==> config.mk <==
export PLATFORM = sky130hd
export DESIGN_NAME = cds_ctl
export DESIGN_NICKNAME = d
export VERILOG_FILES = /design/src/logic/cds_pkg.sv /design/src/logic/cds_div.sv /design/src/logic/cds_ctl.sv
export VERILOG_INCLUDE_DIRS = /design/src /design/src/logic
export SDC_FILE = /design/constraint.sdc
export NUM_CORES = 1
export LEC_CHECK = 0
export BUFFER_PORTS_ARGS = -buffer_cell sky130_fd_sc_hd__buf_2
export CAP_MARGIN = 0
export CORE_ASPECT_RATIO = 2
export CORE_MARGIN = 5
export CORE_UTILIZATION = 30
export CTS_CLUSTER_SIZE = 12
export DETAILED_ROUTE_END_ITERATION = 12
export GPL_TIMING_DRIVEN = 0
export HOLD_SLACK_MARGIN = 0.03
export PLACE_DENSITY_LB_ADDON = 0.3
export SLEW_MARGIN = 20
export SYNTH_ARGS = -nofsm -noshare
export SYNTH_HDL_FRONTEND = slang
export SYNTH_HIERARCHICAL = 1
export SYNTH_SLANG_ARGS = --single-unit
==> constraint.sdc <==
create_clock -name clock -period 3.2 [get_ports clock]
set_clock_uncertainty 0.2 [all_clocks]
set_input_delay 0.32 -clock clock [delete_from_list [all_inputs] [get_ports clock]]
set_output_delay 0.32 -clock clock [all_outputs]
set_load 0.02 [all_outputs]
==> src/logic/cds_cfg.svh <==
// constants for the clock divider and sleep control block
`ifndef CDS_CFG_SVH
`define CDS_CFG_SVH

// divider select codes and write sequence
`define CDS_SEL_NODIV      4'h0
`define CDS_SEL_DIV8       4'h3
`define CDS_SEL_MAX        4'h8
`define CDS_UNLOCK_BIT     7
`define CDS_UNLOCK_WORD    8'h80
`define CDS_UNLOCK_CYC     3'h4
`define CDS_SEL_LSB        0
`define CDS_SEL_MSB        3
`define CDS_FUSE_SYNC      2'h3

// low power mode select codes
`define CDS_MODE_IDLE      3'h0
`define CDS_MODE_NOISE     3'h1
`define CDS_MODE_PDOWN     3'h2
`define CDS_MODE_PSAVE     3'h3
`define CDS_MODE_STBY      3'h6
`define CDS_MODE_XSTBY     3'h7

// wake timing in cycles
`define CDS_HALT_EXTRA     16'h0004
`define CDS_STANDBY_START  16'h0006
`define CDS_STARTUP_DEF    6

`endif

==> src/logic/cds_pkg.sv <==
// types shared by the clock divider and sleep control block
package cds_pkg;

	typedef enum logic [1:0] {
		CDS_RUN,
		CDS_SLEEP,
		CDS_WAKE
	} cds_state_t;

	// clock domain and oscillator enables, one bit each
	typedef struct packed {
		logic core_clock;
		logic program_memory_clock;
		logic peripheral_clock;
		logic converter_clock;
		logic async_timer_clock;
		logic main_osc;
		logic timer_osc;
	} cds_clk_t;

	// wake requests from the interrupt logic
	typedef struct packed {
		logic [7:0] external_interrupt_lines;
		logic       pin_change;
		logic       two_wire_interface;
		logic       watchdog_timer;
		logic       timer2;
		logic       self_program_store;
		logic       converter_done;
		logic       other_io;
	} cds_wake_t;

endpackage : cds_pkg

==> src/logic/cds_div.sv <==
// glitch-free power-of-two divider of the master clock
`timescale 1ns/1ps
`default_nettype none
`include "cds_cfg.svh"
module cds_div
	import cds_pkg::*;
#(
	parameter int SEL_W = 4
) (
	input  wire logic             clock,    // master clock
	input  wire logic             nrst,     // async reset, low
	input  wire logic [SEL_W-1:0] sel,      // requested select code
	output logic                  tick,     // one divided clock edge
	output logic      [SEL_W-1:0] cur_sel   // select now in effect
);
	logic [7:0] cnt;
	logic [7:0] mask;

	generate
		if (SEL_W != 4) begin : g_bad_w
			$error("cds_div supports only a four bit select");
		end
	endgenerate

	// divide by two to the power of the code
	assign mask = 8'((9'h001 << cur_sel) - 9'h001);
	assign tick = ((cnt & mask) == mask);

	// the new factor is taken only at a period boundary, so no
	// intermediate period is shorter than either setting
	always_ff @(posedge clock or negedge nrst) begin
		if (!nrst) begin
			cnt     <= 8'h00;
			cur_sel <= `CDS_SEL_DIV8;
		end else if (tick) begin
			cnt     <= 8'h00;
			cur_sel <= sel;
		end else begin
			cnt     <= cnt + 8'h01;
		end
	end
endmodule : cds_div
`default_nettype wire

==> src/logic/cds_ctl.sv <==
// clock divider select and sleep mode control
//
// Operation
// - fuse unprogrammed: divider select resets to 0000, undivided clock; here it holds 0011 in reset until the synced fuse loads 0000.
// - fuse programmed: divider select resets to 0011, divide by eight.
// - any select value may be written whatever the fuse says; codes above 1000 are ignored and leave the select alone.
// - code n divides by two to the n up to 1000; above is reserved.
// - the start fuse is programmed as delivered.
// - sleep needs the sleep enable bit set plus a halt instruction.
// - the three bit mode select picks the sleep mode.
// - idle stops only core and program memory clocks.
// - each sleep mode keeps its own set of clocks and oscillators.
// - each sleep mode accepts its own set of wake sources.
// - timer oscillator, async clock, and timer 2 wake outside idle need async timer 2.
// - outside idle, lines 7 to 4 wake only as level interrupts.
// - after wake, halt four cycles plus start-up, then resume.
// - wake leaves register file and static memory unchanged.
// - reset while asleep wakes and restarts at the reset vector.
// - codes 001,010,011,110,111 select the other five modes.
// - standby and extended standby resume after six cycles start-up.
// - select write counts only within four cycles of an unlock write.
`timescale 1ns/1ps
`default_nettype none
`include "cds_cfg.svh"
module cds_ctl
	import cds_pkg::*;
#(
	parameter int   STARTUP_CYCLES = `CDS_STARTUP_DEF,
	parameter logic FUSE_DELIVERED = 1'b1
) (
	input  wire logic       clock,                      // master clock
	input  wire logic       nrst,                       // async reset, low
	input  wire logic       start_divide_by_eight_fuse, // 1 = programmed
	input  wire logic       prescale_wr,                // prescale write
	input  wire logic [7:0] prescale_wdata,             // prescale data
	input  wire logic       sleep_enable_bit,           // sleep allowed
	input  wire logic [2:0] low_power_mode_select,      // sleep mode code
	input  wire logic       halt_exec,                  // halt executed
	input  wire logic       timer2_async,               // timer 2 async
	input  wire logic [3:0] ext_int_level,              // lines 7:4 level
	input  wire cds_wake_t  wake_req,                   // wake requests
	output logic      [3:0] clock_divider_select,       // select register
	output logic            divider_change_unlock,      // unlock open
	output logic            sys_tick,                   // divided edge
	output cds_clk_t        clk_gate,                   // clock enables
	output logic            core_halted,                // core stopped
	output logic            resume_pulse                // resume after halt
);
	cds_state_t  state;
	cds_state_t  next_state;
	logic        fuse_s1;
	logic        fuse_s2;
	logic  [1:0] init_cnt;
	logic        loaded;
	logic  [2:0] unlock_cnt;
	logic  [2:0] mode;
	logic [15:0] wake_cnt;
	logic        wake_hit;
	logic        mode_ok;
	logic        sel_wr;
	cds_wake_t   wake_mask;
	cds_clk_t    next_gate;
	logic [15:0] exp_len;
	logic [15:0] wake_len;

	generate
		if (STARTUP_CYCLES < 1 || STARTUP_CYCLES > 65000) begin : g_bad
			$error("STARTUP_CYCLES out of range");
		end
	endgenerate

	// fuse is a pin level: two stages before use
	always_ff @(posedge clock or negedge nrst) begin
		if (!nrst) begin
			fuse_s1 <= 1'b0;
			fuse_s2 <= 1'b0;
		end else begin
			fuse_s1 <= start_divide_by_eight_fuse;
			fuse_s2 <= fuse_s1;
		end
	end

	always_ff @(posedge clock or negedge nrst) begin
		if (!nrst) begin
			init_cnt <= 2'h0;
		end else if (init_cnt != `CDS_FUSE_SYNC) begin
			init_cnt <= init_cnt + 2'h1;
		end
	end
	assign loaded = (init_cnt == `CDS_FUSE_SYNC);

	// unlock only on the exact unlock word, not retriggerable
	always_ff @(posedge clock or negedge nrst) begin
		if (!nrst) begin
			unlock_cnt <= 3'h0;
		end else if (sel_wr) begin
			unlock_cnt <= 3'h0;
		end else if (prescale_wr && loaded && unlock_cnt == 3'h0 &&
			prescale_wdata == `CDS_UNLOCK_WORD) begin
			unlock_cnt <= `CDS_UNLOCK_CYC;
		end else if (unlock_cnt != 3'h0) begin
			unlock_cnt <= unlock_cnt - 3'h1;
		end
	end
	assign divider_change_unlock = (unlock_cnt != 3'h0);
	assign sel_wr = prescale_wr && divider_change_unlock &&
		!prescale_wdata[`CDS_UNLOCK_BIT];

	// the reset value is the delivered fuse state until the synced
	// fuse can be sampled, since a pin may not feed a reset value
	always_ff @(posedge clock or negedge nrst) begin
		if (!nrst) begin
			clock_divider_select <= FUSE_DELIVERED ? `CDS_SEL_DIV8 :
				`CDS_SEL_NODIV;
		end else if (init_cnt == 2'h2) begin
			// fuse picks the start factor, read past both stages
			clock_divider_select <= fuse_s2 ? `CDS_SEL_DIV8 :
				`CDS_SEL_NODIV;
		end else if (sel_wr &&
			// reserved codes leave the factor alone
			prescale_wdata[`CDS_SEL_MSB:`CDS_SEL_LSB] <= `CDS_SEL_MAX) begin
			// fuse plays no part in a write
			clock_divider_select <= prescale_wdata[`CDS_SEL_MSB:`CDS_SEL_LSB];
		end
	end

	cds_div #(
		.SEL_W (4)
	) u_div (
		.clock   (clock),
		.nrst    (nrst),
		.sel     (clock_divider_select),
		.tick    (sys_tick),
		.cur_sel ()
	);

	// only the six defined codes enter sleep
	always_comb begin
		case (low_power_mode_select)
			`CDS_MODE_IDLE, `CDS_MODE_NOISE, `CDS_MODE_PDOWN,
			`CDS_MODE_PSAVE, `CDS_MODE_STBY, `CDS_MODE_XSTBY: mode_ok = 1'b1;
			default: mode_ok = 1'b0;
		endcase
	end

	always_comb begin
		wake_mask = '0;
		wake_mask.external_interrupt_lines = {ext_int_level, 4'hf};
		wake_mask.pin_change = 1'b1;
		wake_mask.two_wire_interface = 1'b1;
		wake_mask.watchdog_timer = 1'b1;
		case (mode)
			`CDS_MODE_IDLE: begin
				wake_mask = '1;
			end
			`CDS_MODE_NOISE: begin
				wake_mask.timer2 = timer2_async;
				wake_mask.self_program_store = 1'b1;
				wake_mask.converter_done = 1'b1;
			end
			`CDS_MODE_PSAVE, `CDS_MODE_XSTBY: begin
				wake_mask.timer2 = timer2_async;
			end
			default: begin
			end
		endcase
	end
	assign wake_hit = |(wake_req & wake_mask);

	// halt four cycles plus the mode's start-up time
	always_comb begin
		case (mode)
			`CDS_MODE_STBY, `CDS_MODE_XSTBY:
				exp_len = `CDS_HALT_EXTRA + `CDS_STANDBY_START;
			`CDS_MODE_PDOWN, `CDS_MODE_PSAVE:
				exp_len = `CDS_HALT_EXTRA + 16'(STARTUP_CYCLES);
			default:
				exp_len = `CDS_HALT_EXTRA;
		endcase
	end

	always_comb begin
		next_state = state;
		case (state)
			CDS_RUN: begin
				// sleep enable plus halt with a defined mode code, otherwise no-op
				if (halt_exec && sleep_enable_bit && mode_ok)
					next_state = CDS_SLEEP;
			end
			CDS_SLEEP: begin
				if (wake_hit)
					next_state = CDS_WAKE;
			end
			CDS_WAKE: begin
				if (wake_cnt == 16'h0000)
					next_state = CDS_RUN;
			end
			default: next_state = CDS_RUN;
		endcase
	end

	// reset in any state returns to run from the reset vector
	always_ff @(posedge clock or negedge nrst) begin
		if (!nrst)
			state <= CDS_RUN;
		else
			state <= next_state;
	end

	// mode is frozen for the whole sleep
	always_ff @(posedge clock or negedge nrst) begin
		if (!nrst)
			mode <= `CDS_MODE_IDLE;
		else if (state == CDS_RUN)
			mode <= low_power_mode_select;
	end

	always_ff @(posedge clock or negedge nrst) begin
		if (!nrst)
			wake_cnt <= 16'h0000;
		else if (state == CDS_SLEEP)
			wake_cnt <= exp_len - 16'h0001;
		else if (wake_cnt != 16'h0000)
			wake_cnt <= wake_cnt - 16'h0001;
	end

	// clock enables follow the next state
	always_comb begin
		next_gate = '0;
		next_gate.async_timer_clock = timer2_async;
		next_gate.timer_osc = timer2_async;
		case (next_state)
			CDS_RUN: begin
				next_gate = '1;
				next_gate.async_timer_clock = timer2_async;
				next_gate.timer_osc = timer2_async;
			end
			CDS_WAKE: begin
				next_gate.peripheral_clock = 1'b1;
				next_gate.converter_clock = 1'b1;
				next_gate.main_osc = 1'b1;
			end
			default: begin
				// while asleep the frozen mode rules, not the live input
				case ((state == CDS_RUN) ? low_power_mode_select : mode)
					`CDS_MODE_IDLE: begin
						next_gate.peripheral_clock = 1'b1;
						next_gate.converter_clock = 1'b1;
						next_gate.main_osc = 1'b1;
					end
					`CDS_MODE_NOISE: begin
						next_gate.converter_clock = 1'b1;
						next_gate.main_osc = 1'b1;
					end
					`CDS_MODE_STBY: begin
						next_gate.main_osc = 1'b1;
						next_gate.async_timer_clock = 1'b0;
						next_gate.timer_osc = 1'b0;
					end
					`CDS_MODE_XSTBY: begin
						next_gate.main_osc = 1'b1;
					end
					`CDS_MODE_PSAVE: begin
					end
					default: begin
						next_gate.async_timer_clock = 1'b0;
						next_gate.timer_osc = 1'b0;
					end
				endcase
			end
		endcase
	end

	// only clocks are gated, stored contents are never touched
	always_ff @(posedge clock or negedge nrst) begin
		if (!nrst)
			clk_gate <= '1;
		else
			clk_gate <= next_gate;
	end

	always_ff @(posedge clock or negedge nrst) begin
		if (!nrst)
			resume_pulse <= 1'b0;
		else
			resume_pulse <= (state == CDS_WAKE) && (next_state == CDS_RUN);
	end
	assign core_halted = (state != CDS_RUN);

	// helper: cycles spent halted after a wake
	always_ff @(posedge clock or negedge nrst) begin
		if (!nrst)
			wake_len <= 16'h0000;
		else if (state == CDS_WAKE)
			wake_len <= wake_len + 16'h0001;
		else
			wake_len <= 16'h0000;
	end
endmodule : cds_ctl
`default_nettype wire

Word-level counts from Yosys, hierarchy flattened:

Cells that the tools add are included.

* add/sub/neg operators: 6
* order comparisons: 1
* equal/unequal tests: 22
* shift operators: 1
* muxes and demuxes: 28
* bitwise operators: 2
* reduce and logical (&&, ||, !) cells: 32

Operator list (number)
* two-way mux 16 bit: 2
* subtractor 16 x 1 -> 16 bit, second input constant: 2
* equality test 3 bit, second input constant: 6
* zero test 16 bit: 1
* nonzero test 16 bit: 1
* AND 15 bit: 1
* equality test 3 x 2 -> 1 bit, second input constant: 5
* OR reduction 15 bit: 1
* two-way mux 2 bit: 7
* zero test 3 bit: 4
* two-way mux 3 bit: 4
* two-way mux 4 bit: 3
* OR reduction 4 bit: 3
* two-way mux 11 bit: 1
* equality test 3 x 1 -> 1 bit, second input constant: 3
* logical AND 1 bit: 9
* adder 8 x 1 -> 8 bit, second input constant: 1
* AND 8 bit: 1
* equality test 2 bit, second input constant: 4
* equality test 8 bit: 1
* equality test 8 bit, second input constant: 1
* two-way mux 1 bit: 8
* two-way mux 8 bit: 1
* left shift 1 x 4 -> 8 bit, first input constant: 1
* 15 further kinds: 21

* bits in registers: 51
* bits of input ports: 37
* output and inout bits: 15
* logic and storage cells: 109

Logic depth before layout (Yosys ltp):

* depth after elaboration: 10
* mapped depth: 9
* depth with buffers taken out: 8

Modules after synthesis:

The synthesis kept the hierarchy.

By module, submodules not included
* cds_ctl: times used 1, cells an instance 207, area each 2042.0 um^2, sequential area each 959.7 um^2
* cds_div: times used 1, cells an instance 60, area each 666.9 um^2, sequential area each 302.8 um^2

Least setup slack after synthesis:

OpenSTA, ideal clock, no wires.

* path kind: register -> register
* start point: register state[1]
* end point: register wake_cnt[8]
* library setup time: 0.079 ns
* arrival time: 2.503 ns
* required time: 2.921 ns
* setup slack: 0.418 ns
* cell stages (with the launch flop): 10
* path buffers: 2
* clock period less this slack: 2.782 ns
* cells stage by stage: dfrtp_1 > nand2b_1 > clkbuf_1 > clkbuf_1 > a21boi_0 > ha_1 > nor3b_1 > nand2_1 > a2111oi_0 > mux2i_1

* word-level cells in the longest chain between the ends: 2
* elaborated cells on any way between the ends: 3
* classes of those cells: eq/ne (1); mux (1); reduce/logical (1)

RTL lines
* from (decl): RTL line cds_ctl.sv:49 `cds_state_t state;`
* from (signal assigned): RTL line cds_ctl.sv:207 `state <= next_state;`
* equality test 2 x 1 -> 1 bit *: RTL line cds_ctl.sv:221 `else if (state == CDS_SLEEP)`
* two-way mux 16 bit or nonzero test 2 bit (tied branches)
* to (signal assigned): RTL line cds_ctl.sv:222 `wake_cnt <= exp_len - 16'h0001;`
* to (signal assigned): RTL line cds_ctl.sv:224 `wake_cnt <= wake_cnt - 16'h0001;`
* to (decl): RTL line cds_ctl.sv:57 `logic [15:0] wake_cnt;`

Mark *: on every way between the ends. The rest lies on a longest branch, timed or not.
A chain may end at the register's enable or synchronous reset.

Worst setup path after layout:

* start point: register u_div.cur_sel[3]
* end point: output sys_tick

* word-level cells in the longest chain between the ends: 4

RTL lines
* from (decl): RTL line cds_div.sv:14 `output logic [SEL_W-1:0] cur_sel`
* from (signal assigned): RTL line cds_div.sv:34 `` cur_sel <= `CDS_SEL_DIV8; ``
* from (signal assigned): RTL line cds_div.sv:37 `cur_sel <= sel;`
* left shift 1 x 4 -> 8 bit *: RTL line cds_div.sv:26 `assign mask = 8'((9'h001 << cur_sel) - 9'h001);`
* subtractor 8 x 1 -> 8 bit *: RTL line cds_div.sv:26
* AND 8 bit: RTL line cds_div.sv:27 `assign tick = ((cnt & mask) == mask);`
* equality test 8 bit *: RTL line cds_div.sv:27
* to (decl): RTL line cds_ctl.sv:44 `output logic sys_tick,`

Marks and branches as above.

==> impl_metrics.py <==
metrics = {
    "critical_path": {
        "reg2reg_depth": 8,
        "crit_path_start_kind": "flip-flop",
        "crit_path_max_fanout": 10,
        "worstPathRequired_ns": 2.68,
        "critPathCaptureType": "primary output",
        "criticalPathCategory": "flip-flop to primary output",
        "ff2ff_setup_slack_ns": 0.25,
        "worstPathArrival_ns": 2.43,
    },
    "detailed_routing": {
        "met2RoutedLength_um": 3513,
        "dr.pass1.iters": 4,
        "wl_met3_um": 231,
        "routedWlPerCell_um": 14.41,
        "first_iter_violations": 50,
        "viasPerCell": 5.186,
        "highest_layer": "met4",
        "wl_met1_um": 2320,
        "via_count": 2230,
        "ant_nets": 0,
        "drc_errors": 0,
        "drt_wl_total_um": 6196,
    },
    "timing": {
        "fmax_mhz": 338.4,
        "layout_setup_ws_ns": 0.2453,
        "final_max_slew_viol_count": 0,
        "fin_crit_ns": 2.955,
        "finalSetupViolations": 0,
        "tns_ns": 0,
        "final_hold_viol_count": 0,
        "rsz0062_at_grt": "false",
        "fin_crit_sh_pct": 92.33,
        "timing.slew.headroom_pct": 54.30,
        "worstMarginPinSlew_ns": 0.6792,
    },
    "yosys": {
        "synthTopCellsByArea": "dfrtp_1, dfstp_2, nor2_1",
        "synth_ff_type": "dfrtp_1",
        "synth_edf_count": 0,
        "syn_area_per_cell_um2": 10.15,
        "syn_nets": 311,
        "yosysWarnings": 6,
        "synthesis.area_um2": 2709,
        "yosys.area.top_type": "dfrtp_1",
        "synthArstFlopShare_pct": 100.0,
        "syn_inst": 267,
        "yosysTopAreaCellShare_pct": 37.88,
        "synthDistinctLibCells": 62,
        "yosysSeqAreaShare_pct": 46.61,
        "synth_seq_cells": 50,
    },
    "grt": {
        "grt.overflow.total": 0,
        "grt_max_degree": 30,
        "grt_pass1_vias": 2346,
        "track_usage_pct": 12.09,
        "grt_antenna_before_repair": 0,
        "grt_pass1_wl_um": 11000,
    },
    "hold_path": {
        "hp-class": "primary input to flip-flop",
        "hold_depth": 3,
    },
    "power": {
        "ir_worst_vdd_mv": 0.2570,
        "p_leak_nw": 1.457,
        "power_density_nw_per_um2": 918.5,
    },
    "final_layout": {
        "drive_above_1_share_pct": 28.05,
        "layout_common_cells": "buf_2, dfrtp_1, nor2_1, nand2_1, a21oi_1",
        "area_delta_synth_final_pct": 21.29,
        "nets": 371,
        "final_common_cell": "buf_2",
        "post-route-util_pct": 36.96,
        "diodes": 0,
    },
    "floorplanning": {
        "initial_core_util_pct": 30.47,
        "die_area_um2": 11140,
        "fp.dieH_um": 144.4,
        "fp.dieW_um": 77.19,
        "ios": 52,
        "num_rows": 49,
        "design.core.area_um2": 8890,
    },
    "clocking": {
        "root_buffer": "clkbuf_16",
        "h-tree-depth": 2,
        "tritoncts": "built",
        "path_clk_slew_ns": 0.07,
        "clk_path_buf_depth": 2,
        "clk_latency_ns": 0.29,
        "cts_num_sinks": 50,
        "cts_buffers": 5,
        "cts_setup_buffers": 0,
    },
    "outcome": {
        "status": "finished, final reports clean",
    },
    "placed_design": {
        "place.gp.congestion": 0.7839,
        "hpwlAfterDp_um": 4822,
        "port_buffers": 51,
        "dp_slack_ns": -0.2668,
    },
    "job": {
        "cap_viol_max_count": 0,
    },
}
## worst max-delay path, cell delays in order, from the launching register on
cell,delay (ns)
dfrtp_1,0.48
nor2_4,0.17
nand3b_1,0.10
ha_1,0.24
xnor2_1,0.23
o221ai_2,0.15
nor4_4,0.41
buf_6,0.20
buf_2,0.17
## power by group
| group | total (mW) | leakage, nW | switching, mW | internal [mW] |
|---|---|---|---|---|
| Clock | 0.524 | 0.0708 | 0.234 | 0.290 |
| Combinational | 1.31 | 0.777 | 0.719 | 0.595 |
| Sequential | 1.18 | 0.609 | 0.282 | 0.897 |
## cell families after synthesis
logic type,Yosys count,share of synthesized area [%]
compound gates,59,15.06
xor+xnor,9,2.910
fa+ha+maj,7,3.233
buf+inv,20,3.741
flops,50,46.61
mux,14,5.543
simple gates,108,22.91
## state kept, by name, summed over array words and instances (netlist names), 2 cells and up
register,flops
wake_cnt,16
u_div/cnt,8
clk_gate,5
clock_divider_select,4
u_div/cur_sel,4
mode,3
unlock_cnt,3
init_cnt,2
state,2
## cell usage after synthesis, types with 7 or more instances
| master | count |
|---|---|
| nand2b_1 | 9 |
| nor2_1 | 27 |
| nor3_1 | 10 |
| a21oi_1 | 15 |
| dfstp_2 | 9 |
| ha_1 | 7 |
| mux2i_1 | 9 |
| nand2_1 | 19 |
| inv_1 | 12 |
| nor4_1 | 7 |
| o21ai_0 | 10 |
| dfrtp_1 | 41 |
## metrics by stage
stage | hold slack [ns] | cells | instance area [um2] | power [mW]
floorplan | -0.1756 | 267 | 2709 | 2.135
global placement | 0.1707 | 420 | 3092 | 2.462
detailed placement | 0.1312 | 421 | 3112 | 2.496
CTS | 0.08889 | 430 | 3277 | 3.046
finish | 0.09913 | 430 | 3286 | 3.018
global route | 0.08859 | 430 | 3286 | 3.274
## worst paths after layout
path,start,end
min in group asynchronous,nrst,mode[0]
worst min register to register,fuse_s1,fuse_s2
worst min-delay path,prescale_wdata[2],clock_divider_select[2]
max in group asynchronous,nrst,u_div/cur_sel[1]
worst max-delay path,u_div/cur_sel[3],sys_tick
worst max register to register,state[1],wake_cnt[8]
## routing by layer
metal,global-route usage [%],vias to the layer above
li1,-,1090
met3,2.618,6
met2,23.73,51
met1,11.90,1083
met4,4.982,0
met5,0,-
## repair_timing
item	CTS	global route
hold buffers	2	0
resized for setup	2	5
hold endpoints to repair	17	0
pin swaps	0	1
setup endpoints to repair	2	2
## final cells by class
class                   count  area, um2
well taps                 102      127.6
inverters                  12      45.04
clock inverters             2      13.76
fillers                   891       5604
plain buffers               7      53.80
multi-input cells         197       1359
clock buffers               6      128.9
repair buffers             54      295.3
flip-flops and latches     50       1262
Power figures use the tool's default switching activity.
